## config.mk

```make
export PLATFORM = sky130hd
export DESIGN_NAME = rtc_calibration_and_flags
export DESIGN_NICKNAME = d
export VERILOG_FILES = /design/src/rtc_cal_pkg.sv /design/src/rtc_calibration_and_flags.sv
export SDC_FILE = /design/constraint.sdc
export NUM_CORES = 1
export LEC_CHECK = 0
export BUFFER_PORTS_ARGS = -buffer_cell sky130_fd_sc_hd__buf_2
export CELL_PAD_IN_SITES_DETAIL_PLACEMENT = 0
export CELL_PAD_IN_SITES_GLOBAL_PLACEMENT = 1
export CORE_MARGIN = 5
export CORE_UTILIZATION = 39
export CTS_BUF_LIST = sky130_fd_sc_hd__clkbuf_16
export CTS_CLUSTER_SIZE = 24
export DETAILED_ROUTE_END_ITERATION = 8
export PLACE_DENSITY_LB_ADDON = 0.1
export SYNTH_ARGS = -nofsm -noshare
export SYNTH_HDL_FRONTEND = slang
export SYNTH_SLANG_ARGS = --single-unit
```

## constraint.sdc

```tcl
create_clock -name sys_clk -period 2 [get_ports sys_clk]
set_clock_uncertainty 0.05 [all_clocks]
set_input_delay 0.4 -clock sys_clk [delete_from_list [all_inputs] [get_ports sys_clk]]
set_output_delay 0.4 -clock sys_clk [all_outputs]
set_load 0.005 [all_outputs]
```

## src/rtc_cal_pkg.sv

```systemverilog
// Behaviour
// - correct counts at divide-by-256 stage only
// - magnitude is control bits four to zero
// - control bit five is calibration sign
// - positive runs faster, negative runs slower
// - 64-minute cycle, first 62 minutes eligible
// - add 256 or remove 128 counts
// - magnitude N modifies first 2N minutes
// - test pin toggles 512 Hz when enabled
// - test output taken before calibration point
// - test pin is open drain
// - power-down clears test enable bit
// - power-up battery test sets low flag
// - low flag holds until next power-up test
// - battery tested only with main supply
// - attach or first power-up clears write, test
// - power-cycle clears write, test; others kept
// - calibration lives in control at 0x7ff8
// - stop bit is seconds register top bit
// - test enable is day register bit six
package rtc_cal_pkg;

  // ----------------------------------------------------------------
  // register map
  // ----------------------------------------------------------------
  localparam logic [14:0] ADDR_CONTROL = 15'h7ff8;
  localparam logic [14:0] ADDR_SECONDS = 15'h7ff9;
  localparam logic [14:0] ADDR_DAY     = 15'h7ffc;

  // control register fields
  localparam int CTRL_WC_BIT   = 7;
  localparam int CTRL_SLP_BIT  = 6;
  localparam int CTRL_SIGN_BIT = 5;
  localparam int CTRL_CAL_HI   = 4;
  localparam int CTRL_CAL_LO   = 0;

  // seconds register fields
  localparam int SEC_STOP_BIT = 7;

  // day register fields
  localparam int DAY_BL_BIT  = 7;
  localparam int DAY_FT_BIT  = 6;
  localparam int DAY_TEB_BIT = 5;
  localparam int DAY_TB_BIT  = 4;
  localparam int DAY_DOW_HI  = 2;
  localparam int DAY_DOW_LO  = 0;

  localparam logic [7:0] CONTROL_RESET = 8'h00;
  localparam logic [2:0] DOW_RESET     = 3'h0;

  // ----------------------------------------------------------------
  // divider chain and calibration cycle
  // ----------------------------------------------------------------
  localparam int          STAGE_W         = 8;          // divide-by-256 stage
  localparam logic [7:0]  STAGE_LAST      = 8'hff;
  localparam logic [7:0]  NEG_RESTART     = 8'h80;      // 128 counts blanked
  localparam int          SEC_STAGE_W     = 7;          // 128 stage pulses a second
  localparam logic [6:0]  SEC_STAGE_LAST  = 7'h7f;
  localparam logic [6:0]  SEC_STAGE_SKIP  = 7'h7e;      // one 256-count pulse inserted
  localparam logic [5:0]  SEC_PER_MIN_END = 6'h3b;      // 59
  localparam logic [5:0]  CYCLE_MIN_END   = 6'h3f;      // 63
  localparam logic [5:0]  ELIGIBLE_MINUTES = 6'h3e;     // 62
  localparam int          FT_TAP          = 5;          // 32768 / 64 = 512 Hz

endpackage : rtc_cal_pkg

```

## src/rtc_calibration_and_flags.sv

```systemverilog
module rtc_calibration_and_flags (
  input  wire logic        sys_clk,        // system clock, 100 MHz
  input  wire logic        rst,            // synchronous reset, active high
  input  wire logic        oscIn,          // 32,768 Hz crystal oscillator, async
  input  wire logic        powerUp,        // main supply came up, async level
  input  wire logic        batteryAttach,  // battery attached / first power, async
  input  wire logic        mainSupplyOk,   // nominal main supply present, async
  input  wire logic        batteryLowIn,   // battery comparator below ~2.5 V, async
  input  wire logic        tamperFlagIn,   // tamper flag from tamper logic, same clock
  input  wire logic        regWrite,       // register write strobe
  input  wire logic        regRead,        // register read strobe
  input  wire logic [14:0] regAddr,        // register byte address
  input  wire logic [7:0]  regWrData,      // register write data
  output logic      [7:0]  regRdData,      // register read data, one cycle after read
  output logic             secondTick,     // calibrated one-second pulse
  output logic             ftOut,          // test pin output level (always low)
  output logic             ftOe,           // test pin output enable, high drives low
  output logic             writeClockBit,  // write clock bit state
  output logic             sleepBit,       // sleep bit state
  output logic             tamperEnable    // tamper enable bit state
);

  // ----------------------------------------------------------------
  // input synchronisers
  // ----------------------------------------------------------------
  logic [3:0] syncA_reg, syncA_next;
  logic [3:0] syncB_reg, syncB_next;
  logic       oscPrev_reg, oscPrev_next;
  logic       upPrev_reg, upPrev_next;
  logic       attPrev_reg, attPrev_next;

  logic oscS, upS, attS, supplyS, battLowS;
  logic oscEdge, upEdge, downEdge, attEdge;

  always_comb begin
    syncA_next   = {oscIn, powerUp, batteryAttach, mainSupplyOk};
    syncB_next   = syncA_reg;
    oscPrev_next = oscS;
    upPrev_next  = upS;
    attPrev_next = attS;
  end

  logic batA_reg, batB_reg;

  always_ff @(posedge sys_clk) begin
    if (rst) begin
      syncA_reg   <= 4'h0;
      syncB_reg   <= 4'h0;
      oscPrev_reg <= 1'b0;
      upPrev_reg  <= 1'b0;
      attPrev_reg <= 1'b0;
      batA_reg    <= 1'b0;
      batB_reg    <= 1'b0;
    end else begin
      syncA_reg   <= syncA_next;
      syncB_reg   <= syncB_next;
      oscPrev_reg <= oscPrev_next;
      upPrev_reg  <= upPrev_next;
      attPrev_reg <= attPrev_next;
      batA_reg    <= batteryLowIn;
      batB_reg    <= batA_reg;
    end
  end

  assign oscS     = syncB_reg[3];
  assign upS      = syncB_reg[2];
  assign attS     = syncB_reg[1];
  assign supplyS  = syncB_reg[0];
  assign battLowS = batB_reg;
  assign oscEdge  = oscS & ~oscPrev_reg;
  assign upEdge   = upS & ~upPrev_reg;
  assign downEdge = ~upS & upPrev_reg;
  assign attEdge  = attS & ~attPrev_reg;

  // ----------------------------------------------------------------
  // registers
  // ----------------------------------------------------------------
  logic [7:0] control_reg, control_next;
  logic       oscStop_reg, oscStop_next;
  logic       freqTestEnable_reg, freqTestEnable_next;
  logic       tamperEnable_reg, tamperEnable_next;
  logic [2:0] dayOfWeek_reg, dayOfWeek_next;
  logic       batteryLowFlag_reg, batteryLowFlag_next;
  logic [7:0] rdData_reg, rdData_next;

  always_comb begin
    control_next        = control_reg;
    oscStop_next        = oscStop_reg;
    freqTestEnable_next = freqTestEnable_reg;
    tamperEnable_next   = tamperEnable_reg;
    dayOfWeek_next      = dayOfWeek_reg;
    batteryLowFlag_next = batteryLowFlag_reg;
    rdData_next         = 8'h00;

    if (regWrite) begin
      if (regAddr == rtc_cal_pkg::ADDR_CONTROL) begin
        control_next = regWrData;
      end else if (regAddr == rtc_cal_pkg::ADDR_SECONDS) begin
        oscStop_next = regWrData[rtc_cal_pkg::SEC_STOP_BIT];
      end else if (regAddr == rtc_cal_pkg::ADDR_DAY) begin
        freqTestEnable_next = regWrData[rtc_cal_pkg::DAY_FT_BIT];
        tamperEnable_next   = regWrData[rtc_cal_pkg::DAY_TEB_BIT];
        dayOfWeek_next      = regWrData[rtc_cal_pkg::DAY_DOW_HI:rtc_cal_pkg::DAY_DOW_LO];
      end
    end

    // power events override a coincident host write; tamper, stop and sleep are kept
    if (downEdge || upEdge || attEdge) begin
      control_next[rtc_cal_pkg::CTRL_WC_BIT] = 1'b0;
      freqTestEnable_next                    = 1'b0;
    end

    // flag is only re-evaluated by a power-up test under main supply
    if (upEdge && supplyS) begin
      batteryLowFlag_next = battLowS;
    end

    if (regRead) begin
      if (regAddr == rtc_cal_pkg::ADDR_CONTROL) begin
        rdData_next = control_reg;
      end else if (regAddr == rtc_cal_pkg::ADDR_SECONDS) begin
        rdData_next[rtc_cal_pkg::SEC_STOP_BIT] = oscStop_reg;
      end else if (regAddr == rtc_cal_pkg::ADDR_DAY) begin
        rdData_next[rtc_cal_pkg::DAY_BL_BIT]  = batteryLowFlag_reg;
        rdData_next[rtc_cal_pkg::DAY_FT_BIT]  = freqTestEnable_reg;
        rdData_next[rtc_cal_pkg::DAY_TEB_BIT] = tamperEnable_reg;
        rdData_next[rtc_cal_pkg::DAY_TB_BIT]  = tamperFlagIn;
        rdData_next[rtc_cal_pkg::DAY_DOW_HI:rtc_cal_pkg::DAY_DOW_LO] = dayOfWeek_reg;
      end
    end
  end

  always_ff @(posedge sys_clk) begin
    if (rst) begin
      control_reg        <= rtc_cal_pkg::CONTROL_RESET;
      oscStop_reg        <= 1'b0;
      freqTestEnable_reg <= 1'b0;
      tamperEnable_reg   <= 1'b0;
      dayOfWeek_reg      <= rtc_cal_pkg::DOW_RESET;
      batteryLowFlag_reg <= 1'b0;
      rdData_reg         <= 8'h00;
    end else begin
      control_reg        <= control_next;
      oscStop_reg        <= oscStop_next;
      freqTestEnable_reg <= freqTestEnable_next;
      tamperEnable_reg   <= tamperEnable_next;
      dayOfWeek_reg      <= dayOfWeek_next;
      batteryLowFlag_reg <= batteryLowFlag_next;
      rdData_reg         <= rdData_next;
    end
  end

  assign regRdData     = rdData_reg;
  assign writeClockBit = control_reg[rtc_cal_pkg::CTRL_WC_BIT];
  assign sleepBit      = control_reg[rtc_cal_pkg::CTRL_SLP_BIT];
  assign tamperEnable  = tamperEnable_reg;

  // ----------------------------------------------------------------
  // divider chain with calibration
  // ----------------------------------------------------------------
  // the stop bit freezes the whole chain; nothing is counted while it is set
  logic [rtc_cal_pkg::STAGE_W-1:0]     stage_reg, stage_next;
  logic [rtc_cal_pkg::SEC_STAGE_W-1:0] secStage_reg, secStage_next;
  logic [5:0] secInMin_reg, secInMin_next;
  logic [5:0] cycleMin_reg, cycleMin_next;
  logic [4:0] calMag_reg, calMag_next;
  logic       calSign_reg, calSign_next;
  logic       modSecond_reg, modSecond_next;
  logic       corrDone_reg, corrDone_next;
  logic       tick_reg, tick_next;
  logic [4:0] calField;
  logic [6:0] twiceMag;
  logic       eligible;
  logic       stageWrap;
  logic       secWrap;

  assign calField = control_reg[rtc_cal_pkg::CTRL_CAL_HI:rtc_cal_pkg::CTRL_CAL_LO];
  assign twiceMag = {1'b0, calField, 1'b0};

  always_comb begin
    stage_next     = stage_reg;
    secStage_next  = secStage_reg;
    secInMin_next  = secInMin_reg;
    cycleMin_next  = cycleMin_reg;
    calMag_next    = calMag_reg;
    calSign_next   = calSign_reg;
    modSecond_next = modSecond_reg;
    corrDone_next  = corrDone_reg;
    tick_next      = 1'b0;
    stageWrap      = 1'b0;
    secWrap        = 1'b0;
    eligible       = 1'b0;

    if (oscEdge && !oscStop_reg) begin
      stage_next = stage_reg + 8'h01;
      if (stage_reg == rtc_cal_pkg::STAGE_LAST) begin
        stageWrap = 1'b1;
        if (modSecond_reg && !corrDone_reg) begin
          corrDone_next = 1'b1;
          if (calSign_reg) begin
            // one extra 256-count pulse: second ends 256 counts early, clock runs fast
            if (secStage_reg >= rtc_cal_pkg::SEC_STAGE_SKIP) begin
              secWrap = 1'b1;
            end else begin
              secStage_next = secStage_reg + 7'h02;
            end
          end else begin
            // pulse blanked and stage restarted half way: 128 counts lost, clock runs slow
            stage_next = rtc_cal_pkg::NEG_RESTART;
          end
        end else if (secStage_reg == rtc_cal_pkg::SEC_STAGE_LAST) begin
          secWrap = 1'b1;
        end else begin
          secStage_next = secStage_reg + 7'h01;
        end
      end
    end

    if (secWrap) begin
      secStage_next  = '0;
      tick_next      = 1'b1;
      modSecond_next = 1'b0;
      if (secInMin_reg == rtc_cal_pkg::SEC_PER_MIN_END) begin
        secInMin_next = '0;
        cycleMin_next = cycleMin_reg + 6'h01;
        // the minute starting now: its first second is the one corrected
        eligible = ((cycleMin_next < rtc_cal_pkg::ELIGIBLE_MINUTES) &&
                    ({1'b0, cycleMin_next} < twiceMag));
        calMag_next    = calField;
        calSign_next   = control_reg[rtc_cal_pkg::CTRL_SIGN_BIT];
        modSecond_next = eligible && (calField != 5'h00);
        corrDone_next  = 1'b0;
      end else begin
        secInMin_next = secInMin_reg + 6'h01;
      end
    end
  end

  always_ff @(posedge sys_clk) begin
    if (rst) begin
      stage_reg     <= '0;
      secStage_reg  <= '0;
      secInMin_reg  <= '0;
      cycleMin_reg  <= rtc_cal_pkg::CYCLE_MIN_END;
      calMag_reg    <= '0;
      calSign_reg   <= 1'b0;
      modSecond_reg <= 1'b0;
      corrDone_reg  <= 1'b0;
      tick_reg      <= 1'b0;
    end else begin
      stage_reg     <= stage_next;
      secStage_reg  <= secStage_next;
      secInMin_reg  <= secInMin_next;
      cycleMin_reg  <= cycleMin_next;
      calMag_reg    <= calMag_next;
      calSign_reg   <= calSign_next;
      modSecond_reg <= modSecond_next;
      corrDone_reg  <= corrDone_next;
      tick_reg      <= tick_next;
    end
  end

  assign secondTick = tick_reg;

  // ----------------------------------------------------------------
  // 512 Hz test output
  // ----------------------------------------------------------------
  // own raw counter, so calibration never moves the test frequency
  logic [rtc_cal_pkg::FT_TAP:0] ftCnt_reg, ftCnt_next;
  logic                         ftOe_reg, ftOe_next;

  always_comb begin
    ftCnt_next = ftCnt_reg;
    if (oscEdge && !oscStop_reg) begin
      ftCnt_next = ftCnt_reg + 1'b1;
    end
    // open drain: low phase drives, high phase releases to the pull-up
    ftOe_next = freqTestEnable_reg && !oscStop_reg &&
                !ftCnt_reg[rtc_cal_pkg::FT_TAP];
  end

  always_ff @(posedge sys_clk) begin
    if (rst) begin
      ftCnt_reg <= '0;
      ftOe_reg  <= 1'b0;
    end else begin
      ftCnt_reg <= ftCnt_next;
      ftOe_reg  <= ftOe_next;
    end
  end

  assign ftOut = 1'b0;
  assign ftOe  = ftOe_reg;

endmodule : rtc_calibration_and_flags

```

==> results of run 1 <==
[metal layers]
| layer | wire length (um) | vias up | global-route usage (%) |
|---|---|---|---|
| li1 | - | 1468 | - |
| met1 | 3520 | 1309 | 19.5 |
| met2 | 3520 | 46 | 26.2 |
| met3 | 306 | 14 | 3.89 |
| met4 | 170 | 0 | 6.86 |
| met5 | 0 | - | 0 |
[cell families after synthesis]
logic type / after synthesis / synth area share (%)
simple gates: 169 / 27.4
buf+inv: 26 / 3.44
other cells: 1 / 0.113
xor+xnor: 19 / 5.02
fa+ha+maj: 12 / 4.53
compound gates: 54 / 10.5
flops: 74 / 44.7
mux: 14 / 4.27
[layout by cell type (no fill, tap or decap), types with 3 or more instances in the layout]
cell type and count:
sky130_fd_sc_hd__a211oi_1 3, sky130_fd_sc_hd__nand4_1 14, sky130_fd_sc_hd__or4_1 3, sky130_fd_sc_hd__dfxtp_1 68
sky130_fd_sc_hd__mux2i_1 13, sky130_fd_sc_hd__nand3_1 18, sky130_fd_sc_hd__nor3_1 9, sky130_fd_sc_hd__o21ai_1 6
sky130_fd_sc_hd__clkbuf_16 9, sky130_fd_sc_hd__buf_2 45, sky130_fd_sc_hd__nor4_4 3, sky130_fd_sc_hd__o211ai_1 5
sky130_fd_sc_hd__xor2_1 10, sky130_fd_sc_hd__a22oi_1 8, sky130_fd_sc_hd__nor2b_1 16, sky130_fd_sc_hd__buf_4 38
sky130_fd_sc_hd__nor2_1 42, sky130_fd_sc_hd__and3_1 4, sky130_fd_sc_hd__xnor2_1 8, sky130_fd_sc_hd__ha_1 10
sky130_fd_sc_hd__nand2_1 35, sky130_fd_sc_hd__inv_1 14, sky130_fd_sc_hd__dfxtp_2 6, sky130_fd_sc_hd__o21ai_0 4
sky130_fd_sc_hd__nand3_2 4, sky130_fd_sc_hd__or3_1 7, sky130_fd_sc_hd__a21oi_1 17
[report_power, final]
group | internal, mW | leakage (nW) | switching, mW | total (mW)
logic | 0.0487 | 0.959 | 0.0631 | 0.112
clock network | 1.10 | 0.153 | 0.659 | 1.76
registers | 1.49 | 0.600 | 0.00606 | 1.49
[worst max-delay path: stages, from the launching register on]
cell and delay, ns:
sky130_fd_sc_hd__dfxtp_1 0.31, sky130_fd_sc_hd__or3b_4 0.42, sky130_fd_sc_hd__buf_6 0.15, sky130_fd_sc_hd__nor4_4 0.28
sky130_fd_sc_hd__and3_4 0.25, sky130_fd_sc_hd__nand2_2 0.06, sky130_fd_sc_hd__mux2_4 0.30
[path summary, 6_finish.rpt]
| check | depth (start not counted) | end | startpoint | slack, ns |
|---|---|---|---|---|
| min reg2reg | 1 | syncB_reg[1] | syncA_reg[1] | 0.39 |
| max reg2reg | 6 | secInMin_reg[2] | oscStop_reg | 0.07 |
| min | 2 | syncA_reg[0] | mainSupplyOk | 0.23 |
| max | 6 | secInMin_reg[2] | oscStop_reg | 0.07 |
[repair_timing]
item / 4_1_cts / 5_1_grt
pin swaps: 2 / 9
gates resized for setup: 2 / 19
setup endpoints to repair: 1 / 16
endpoints found under the hold margin: 0 / 0
buffers inserted: 1 / 2
[per-stage QoR]
stage	area, sq um	instances
3_5_place_dp	3880	544
3_3_place_gp	3880	544
6_report	4310	563
2_1_floorplan	3310	369
5_1_grt	4310	563
4_1_cts	4230	561
[layout make-up]
class	count	area share, %
Sequential cell	74	34.6
Tap cell	105	3.05
Multi-Input combinational cell	269	41.2
Clock buffer	9	5.23
Inverter	14	1.22
Timing Repair Buffer	85	12.4
Clock inverter	7	2.35
==> reports/qor.yml, run 1 <==
status:
  outcome: "complete, no violations"
logic_synthesis:
  synth.net_count: 414
  sequential_share_of_the_synthesized_area_pct: 44.7
  yosys.cell_types.count: 47
  synth.cells.most_frequent: "sky130_fd_sc_hd__dfxtp_1, sky130_fd_sc_hd__nor2_1, sky130_fd_sc_hd__nand2_1, sky130_fd_sc_hd__nand3_1, sky130_fd_sc_hd__a21oi_1"
  post_synth_edffs: 0
  ys.warnings.count: 0
  postSynthCellCount: 369
  avgSynthCellArea_sq_um: 8.98
  synth.area.top_cells: "sky130_fd_sc_hd__dfxtp_1, sky130_fd_sc_hd__nor2_1, sky130_fd_sc_hd__ha_1"
  synth_largest_area_cell: "sky130_fd_sc_hd__dfxtp_1"
  most_numerous_cell_in_the_yosys_netlist: "sky130_fd_sc_hd__dfxtp_1"
  synth_flop_cell: "sky130_fd_sc_hd__dfxtp_1"
  synth_top_cell_area_share_pct: 44.7
  post_syn_area_sq_um: 3310
  async_flop_share_pct: 0
  postSynthRegisterBits: 74
drt:
  drt_drc_violations_left: 0
  num_vias: 2837
  drt-vias-per-instance: 5.04
  drt_pass1_iterations: 4
  ant_nets: 0
  final_routed_wirelength_across_all_metal_layers_um: 7520
  routedWlPerCell_um: 13.4
  first_iter_violations: 76
final_layout:
  multiInputGateArea_sq_um: 1770
  layout.core_utilization_pct: 52.1
  num_antenna_cells: 0
  fillerInstances: 822
  fraction_of_layout_cells_with_a_size_suffix_above_1_pct: 27.3
  flow.area_growth_from_synthesis_pct: 30.0
  layout.area.seq_sq_um: 1490
  nNetsFinal: 498
cts:
  cts_hold_buf: 0
  tritoncts_num_sinks: 74
  worstSkewPairLatency_ns: 0.33
  cts_tree: "yes"
  root_buffer: "sky130_fd_sc_hd__clkbuf_16"
  clk_transition_reported_paths_ns: 0.06
  clock_tree.buffer_depth: 2
  cts_made_buffers: 9
  cts-htree-levels: 3
floorplan:
  die_h_um: 102
  initial_utilization_pct: 40.1
  die-area_sq_um: 10400
  std_cell_rows: 33
  floorplan.core_area_sq_um: 8260
  chipWidth_um: 102
  ios: 47
global_route:
  track_usage_pct: 15.8
  number_of_antenna_violations_at_the_first_check_in_global_routing: 0
  grt_pass1_wl_um: 13100
  grt_max_degree: 31
  number_of_global_route_vias_before_repair: 2762
  globalRoute.totalOverflow: 0
critical_path:
  critical_path.max_fanout: 6
  crit_path_end_kind: "flop"
  kind_of_launch_point_of_the_worst_setup_path: "flop"
  critical_path_class: "flop to flop"
  cp.arrival_ns: 2.11
  crit_required_ns: 2.17
sta:
  setup_tns_ns: 0
  final.hold.worst_slack_ns: 0.230
  finalSetupViolCount: 0
  slew_headroom_pct: 67.4
  setup_slack_ns: 0.0681
  rsz_0062_raised_after_global_routing: "true"
  finalCriticalPeriod_ns: 1.93
  timing.final.crit_share_pct: 96.6
  worstMarginPinSlew_ns: 0.477
  fmaxAchievable_ghz: 0.518
  finalHoldViolations: 0
  slew_violations: 0
power_and_ir_drop:
  p_total_mw: 3.37
  peakVddDrop_uv: 392
  powerDensity_nw_per_um2: 782
  p_leak_nw: 1.71
min_path:
  hp-class: "input pin to flop"
place:
  finalWeightedCongestion: 0.794
  hpwlAfterDp_um: 5470
  pre_cts_ws_ns: -0.110
  place.port_buffers: 45
run:
  maxCapViolCount: 0
Note: power is estimated with default switching activity, not from simulation.
==> run 2: changes to the inputs <==
--- a/config.mk
+++ b/config.mk
@@ -5,7 +5,7 @@
 export SDC_FILE = /design/constraint.sdc
 export NUM_CORES = 1
 export LEC_CHECK = 0
-export BUFFER_PORTS_ARGS = -buffer_cell sky130_fd_sc_hd__buf_2
+export BUFFER_PORTS_ARGS = -buffer_cell sky130_fd_sc_hd__buf_4
 export CELL_PAD_IN_SITES_DETAIL_PLACEMENT = 0
 export CELL_PAD_IN_SITES_GLOBAL_PLACEMENT = 1
 export CORE_MARGIN = 5
@@ -17,3 +17,4 @@
 export SYNTH_ARGS = -nofsm -noshare
 export SYNTH_HDL_FRONTEND = slang
 export SYNTH_SLANG_ARGS = --single-unit
+export TNS_END_PERCENT = 50
==> run 2 against run 1 <==
Effect of this change: non-clock buffer count is 3 higher; worst setup slack better by 0.029 ns; power is 2.2% lower; critical path type unchanged; highest routed layer unchanged; design area is 3.3% higher; flip-flop and latch count did not move; final cell count up 0.53%; utilization is 1.7 points higher.
==> reports/qor.yml, run 2 (synthesis results as in run 1) <==
critical_path:
  timing.critical_path.slowest_stage_cell: "sky130_fd_sc_hd__or4_1"
  crit_required_ns: 2.22  # +0.05 ns
  critical_path_class: "flop to flop"
  critical_path.max_stage_delay_ns: 0.51  # +0.09 ns
  critical_path.max_fanout: 3  # -3
  setup.reg_to_reg.worst_slack_ns: 0.1  # +0.03 ns
  crit_path_end_kind: "flop"
  cp.arrival_ns: 2.12  # about the same
  crit_path_cell_chain: "or3b_4, nor4_4, nand3_2, or4_1, a21oi_1"
  kind_of_launch_point_of_the_worst_setup_path: "flop"
drt:
  num_vias: 2875  # +1.3%
  drt_pass1_iterations: 4  # unchanged
  ant_nets: 0  # unchanged
  routedWlPerCell_um: 13.6  # +1.9%
  first_iter_violations: 58  # -24%
  drt_drc_violations_left: 0  # unchanged
  drt-vias-per-instance: 5.08  # +0.80%
  final_routed_wirelength_across_all_metal_layers_um: 7710  # +2.5%
cts:
  clk_transition_reported_paths_ns: 0.06  # about the same
  cts-htree-levels: 3  # unchanged
  worstSkewPairLatency_ns: 0.33  # about the same
  clock_tree.buffer_depth: 2  # unchanged
  cts_tree: "yes"
  cts_made_buffers: 9  # unchanged
  root_buffer: "sky130_fd_sc_hd__clkbuf_16"
  tritoncts_num_sinks: 74  # unchanged
  cts_hold_buf: 0  # unchanged
final_layout:
  num_antenna_cells: 0  # unchanged
  layout.area.seq_sq_um: 1490  # about the same
  fillerInstances: 800  # -2.7%
  multiInputGateArea_sq_um: 1800  # +1.6%
  layout.cells.most_common: "sky130_fd_sc_hd__buf_4"
  flow.area_growth_from_synthesis_pct: 34.3
  layout_common_cells: "sky130_fd_sc_hd__buf_4, sky130_fd_sc_hd__dfxtp_1, sky130_fd_sc_hd__nor2_1, sky130_fd_sc_hd__nand2_1, sky130_fd_sc_hd__nand3_1"
  final_cells: 566  # +0.53%
  fraction_of_layout_cells_with_a_size_suffix_above_1_pct: 28.6  # +1.3 points
  nNetsFinal: 501  # +0.60%
sta:
  finalCriticalPeriod_ns: 1.90  # -0.0291 ns
  finalSetupViolCount: 0  # unchanged
  finalHoldViolations: 0  # unchanged
  timing.final.crit_share_pct: 95.1  # -1.5 points
  fmaxAchievable_ghz: 0.526  # +1.5%
  slew_violations: 0  # unchanged
floorplan:
  chipWidth_um: 102  # unchanged
  floorplan.core_area_sq_um: 8260  # unchanged
  die-area_sq_um: 10400  # unchanged
  std_cell_rows: 33  # unchanged
  die_h_um: 102  # unchanged
  ios: 47  # unchanged
  initial_utilization_pct: 40.1  # unchanged
min_path:
  hp-class: "input pin to flop"
place:
  place.port_buffers: 45  # unchanged
  hpwlAfterDp_um: 5660  # +3.3%
  dpl.cell_count: 547  # +0.55%
  finalWeightedCongestion: 0.835  # +5.1%
run:
  maxCapViolCount: 0  # unchanged
status:
  outcome: "complete, no violations"
power_and_ir_drop:
  p_leak_nw: 1.75  # +2.4%
  powerDensity_nw_per_um2: 740  # -5.4%
  p_total_mw: 3.29  # -2.2%
  peakVddDrop_uv: 526  # +34%
global_route:
  grt_max_degree: 39  # +26%
  track_usage_pct: 15.6  # -0.21 points
  number_of_antenna_violations_at_the_first_check_in_global_routing: 0  # unchanged
  number_of_global_route_vias_before_repair: 2800  # +1.4%
  grt_pass1_wl_um: 12900  # -1.4%
  globalRoute.totalOverflow: 0  # unchanged
-- run 2: changes by cell type in the layout (fill, tap and decap cells not counted), moves of 2 or more --
cell / delta
sky130_fd_sc_hd__a2111oi_1: -2
sky130_fd_sc_hd__a2111oi_2: +3
sky130_fd_sc_hd__buf_2: -45
sky130_fd_sc_hd__buf_4: +50
sky130_fd_sc_hd__buf_6: -2
sky130_fd_sc_hd__inv_8: +2
-- run 2: cell type report --
| cell class | count | area share [%] |
|---|---|---|
| Timing Repair Buffer | 88 | 14.9 |
| Tap cell | 105 | 2.95 |
| Sequential cell | 74 | 33.5 |
| Inverter | 14 | 1.18 |
| Clock buffer | 9 | 5.06 |
| Clock inverter | 7 | 1.94 |
| Multi-Input combinational cell | 269 | 40.5 |
-- run 2: layer usage --
metal	vias up	global-route usage, %	share of wire, %
met3	9	3.07	4.3
met2	57	25.4	47
met1	1336	20.4	47
li1	1473	-	-
met5	-	0	0
met4	0	5.75	1.6
-- run 2: report_power, final --
group,leakage [nW],total (mW),switching (mW),internal (mW)
sequential,0.600,1.49,0.00578,1.49
clock,0.150,1.67,0.680,0.992
combinational,1.00,0.127,0.0621,0.0653
total,1.75,3.29,0.748,2.54
-- run 2: stage by stage --
stage,setup TNS [ns],hold slack [ns],util (%),setup WS (ns),cell area (sq um)
after global routing,-0.00621,0.246,53.9,-0.00621,4450
after global placement,-0.615,0.367,48.7,-0.0858,4020
after floorplan,-0.146,0.359,-,-0.0191,3310
after detailed placement,-0.932,0.372,48.7,-0.109,4020
after CTS,0,0.225,52.6,0.0146,4340
final,0,0.233,53.9,0.0972,4450
-- run 2: path summary, 6_finish.rpt --
| kind | start | endpoint | depth (start not counted) |
|---|---|---|---|
| max | oscStop_reg | secInMin_reg[5] | 5 |
| min | batteryLowIn | batA_reg | 2 |
| max reg2reg | oscStop_reg | secInMin_reg[5] | 5 |
| min reg2reg | syncA_reg[3] | syncB_reg[3] | 1 |
-- run 2: repair_timing --
item                       CTS  global route
resized for setup            4            21
buffers inserted             0             3
pin swaps                    1            12
setup endpoints to repair    5            18
-- run 2: worst max-delay path, delay by kind of cell (launching register included) --
family / cells / cell delay [ns]
AO/OA/AOI/OAI: 1 / 0.14
flip-flops: 1 / 0.32
AND/OR/NAND/NOR: 4 / 1.32
==> run 3: changes to the inputs <==
--- a/config.mk
+++ b/config.mk
@@ -9,7 +9,7 @@
 export CELL_PAD_IN_SITES_DETAIL_PLACEMENT = 0
 export CELL_PAD_IN_SITES_GLOBAL_PLACEMENT = 1
 export CORE_MARGIN = 5
-export CORE_UTILIZATION = 39
+export CORE_UTILIZATION = 46
 export CTS_BUF_LIST = sky130_fd_sc_hd__clkbuf_16
 export CTS_CLUSTER_SIZE = 24
 export DETAILED_ROUTE_END_ITERATION = 8
==> constraint.sdc (replaced) <==
create_clock -name sys_clk -period 2.2 [get_ports sys_clk]
set_clock_uncertainty 0.05 [all_clocks]
set_input_delay 0.44 -clock sys_clk [delete_from_list [all_inputs] [get_ports sys_clk]]
set_output_delay 0.44 -clock sys_clk [all_outputs]
set_load 0.005 [all_outputs]
==> run 3 against run 2 <==
Effect of this change: clock power is 7% lower; critical path depth is 1 higher; worst hold slack better by 0.037 ns; utilization is 4.7 points higher; power is 8.4% lower; via count is 3.9% lower; die area is 14% lower; flip-flop and latch count stayed put; design area is 6.0% lower.
==> reports/qor.yml, run 3 (synthesis results as in run 1) <==
global_route:
  track_usage_pct: 17.5  # +1.9 points
  grt_max_degree: 40  # +2.6%
  globalRoute.totalOverflow: 0  # unchanged
  number_of_antenna_violations_at_the_first_check_in_global_routing: 0  # unchanged
  grt_pass1_wl_um: 12500  # -2.8%
  number_of_global_route_vias_before_repair: 2710  # -3.2%
sta:
  finalCriticalPeriod_ns: 2.07  # +0.169 ns
  finalHoldViolations: 0  # unchanged
  finalSetupViolCount: 0  # unchanged
  worstMarginPinSlew_ns: 0.542
  slew_headroom_pct: 62.9
  final.hold.worst_slack_ns: 0.270  # +0.0372 ns
  setup_tns_ns: 0  # unchanged
  slew_violations: 0  # unchanged
  fmaxAchievable_ghz: 0.483  # -8.1%
  timing.final.crit_share_pct: 94.2  # -0.99 points
  rsz_0062_raised_after_global_routing: "true"
cts:
  worstSkewPairLatency_ns: 0.33  # about the same
  post-cts-setup-buffers: 0  # unchanged
  cts-htree-levels: 3  # unchanged
  clock_tree.buffer_depth: 2  # unchanged
  post_cts.resized_instances: 0  # -4
  root_buffer: "sky130_fd_sc_hd__clkbuf_16"
  tritoncts_num_sinks: 74  # unchanged
  cts_made_buffers: 9  # unchanged
  clk_transition_reported_paths_ns: 0.06  # about the same
  cts_tree: "yes"
  cts_hold_buf: 0  # unchanged
power_and_ir_drop:
  p_leak_nw: 1.62  # -7.7%
  peakVddDrop_uv: 513  # -2.6%
  powerDensity_nw_per_um2: 721  # -2.6%
floorplan:
  chipWidth_um: 94.9  # -7.1%
  die-area_sq_um: 9000  # -14%
  die_h_um: 94.9  # -7.1%
  ios: 47  # unchanged
  initial_utilization_pct: 46.4  # +6.3 points
  std_cell_rows: 31  # -6.1%
  floorplan.core_area_sq_um: 7140  # -14%
final_layout:
  layout.cells.most_common: "sky130_fd_sc_hd__dfxtp_1"
  layout_common_cells: "sky130_fd_sc_hd__dfxtp_1, sky130_fd_sc_hd__buf_4, sky130_fd_sc_hd__nor2_1, sky130_fd_sc_hd__nand2_1, sky130_fd_sc_hd__nand3_1"
  postLayoutCellArea_sq_um: 4180  # -6.0%
  layout.area.seq_sq_um: 1480  # -0.50%
  fillerInstances: 673  # -16%
  num_antenna_cells: 0  # unchanged
  fraction_of_layout_cells_with_a_size_suffix_above_1_pct: 20.0  # -8.6 points
  final_cells: 534  # -5.7%
  nNetsFinal: 475  # -5.2%
  flow.area_growth_from_synthesis_pct: 26.2
  multiInputGateArea_sq_um: 1730  # -4.2%
place:
  hpwlAfterDp_um: 5120  # -9.4%
  dpl.cell_count: 518  # -5.3%
  postPlaceCellArea_sq_um: 3850  # -4.2%
  place.port_buffers: 45  # unchanged
  finalWeightedCongestion: 0.821  # -1.7%
critical_path:
  kind_of_launch_point_of_the_worst_setup_path: "flop"
  setup.worst_path.start: "oscStop_reg"
  cp.arrival_ns: 2.23  # +0.11 ns
  r2r-start: "oscStop_reg"
  setup.reg_to_reg.worst_slack_ns: 0.13  # +0.03 ns
  crit_path_end_kind: "flop"
  critical_path_class: "flop to flop"
  critical_path.max_fanout: 4  # +1
  crit_required_ns: 2.36  # +0.14 ns
min_path:
  hp-class: "input pin to flop"
  holdCritStartpoint: "batteryLowIn"
drt:
  num_vias: 2762  # -3.9%
  final_routed_wirelength_across_all_metal_layers_um: 7050  # -8.5%
  drt-vias-per-instance: 5.17  # +1.8%
  routedWlPerCell_um: 13.2  # -3.0%
  drt_drc_violations_left: 0  # unchanged
  drt_pass1_iterations: 5  # +1
  first_iter_violations: 80  # +38%
  ant_nets: 0  # unchanged
status:
  outcome: "complete, no violations"
run:
  maxCapViolCount: 0  # unchanged
run 3: changes by cell type in the layout (fill, tap and decap cells not counted), sizes merged:
cell	before	now
clkinv	2	3
inv	17	15
buf	88	62
bufinv	1	2
run 3: report_power, final:
| part | internal (mW) | leakage [nW] | total (mW) | switching, mW |
|---|---|---|---|---|
| combinational | 0.0554 | 0.866 | 0.109 | 0.0536 |
| clock | 0.990 | 0.151 | 1.55 | 0.558 |
| sequential | 1.35 | 0.598 | 1.36 | 0.00487 |
| total | 2.40 | 1.62 | 3.01 | 0.616 |
run 3: metal layers:
layer / wire length (um) / global-route usage (%) / part of all wire [%] / up-vias
met5: 0 / 0 / 0 / -
met4: 120 / 7.93 / 1.7 / 0
met3: 290 / 3.51 / 4.1 / 10
met2: 3260 / 28.0 / 46 / 47
met1: 3390 / 22.8 / 48 / 1276
li1: - / - / - / 1429
run 3: worst paths after layout:
check	cells after the start	end
worst min-delay path	2	batA_reg
worst max-delay path	6	secStage_reg[4]
worst max register to register	6	secStage_reg[4]
worst min register to register	2	attPrev_reg
run 3: final cells by class:
class / instances / share of cell area [%]
Sequential cell: 74 / 35.5
Multi-Input combinational cell: 269 / 41.3
Timing Repair Buffer: 62 / 11.4
Clock buffer: 9 / 5.39
Clock inverter: 7 / 2.21
Inverter: 14 / 1.26
Tap cell: 99 / 2.96
run 3: worst max-delay path, stage by stage, from the launching register on:
cell and delay, ns:
sky130_fd_sc_hd__dfxtp_1 0.31, sky130_fd_sc_hd__buf_4 0.14, sky130_fd_sc_hd__nor3b_1 0.39, sky130_fd_sc_hd__nand4_1 0.25, sky130_fd_sc_hd__a2111oi_0 0.58, sky130_fd_sc_hd__xnor2_1 0.18
sky130_fd_sc_hd__nor2_1 0.06
run 3: through the flow:
step	worst slack [ns]	utilization, %	power, mW
after floorplan	0.141	-	1.43
after global placement	0.0793	54.0	1.50
after detailed placement	0.0365	54.0	1.50
after CTS	0.102	58.4	3.06
after global routing	-0.0154	58.6	3.14
final	0.129	58.6	3.01
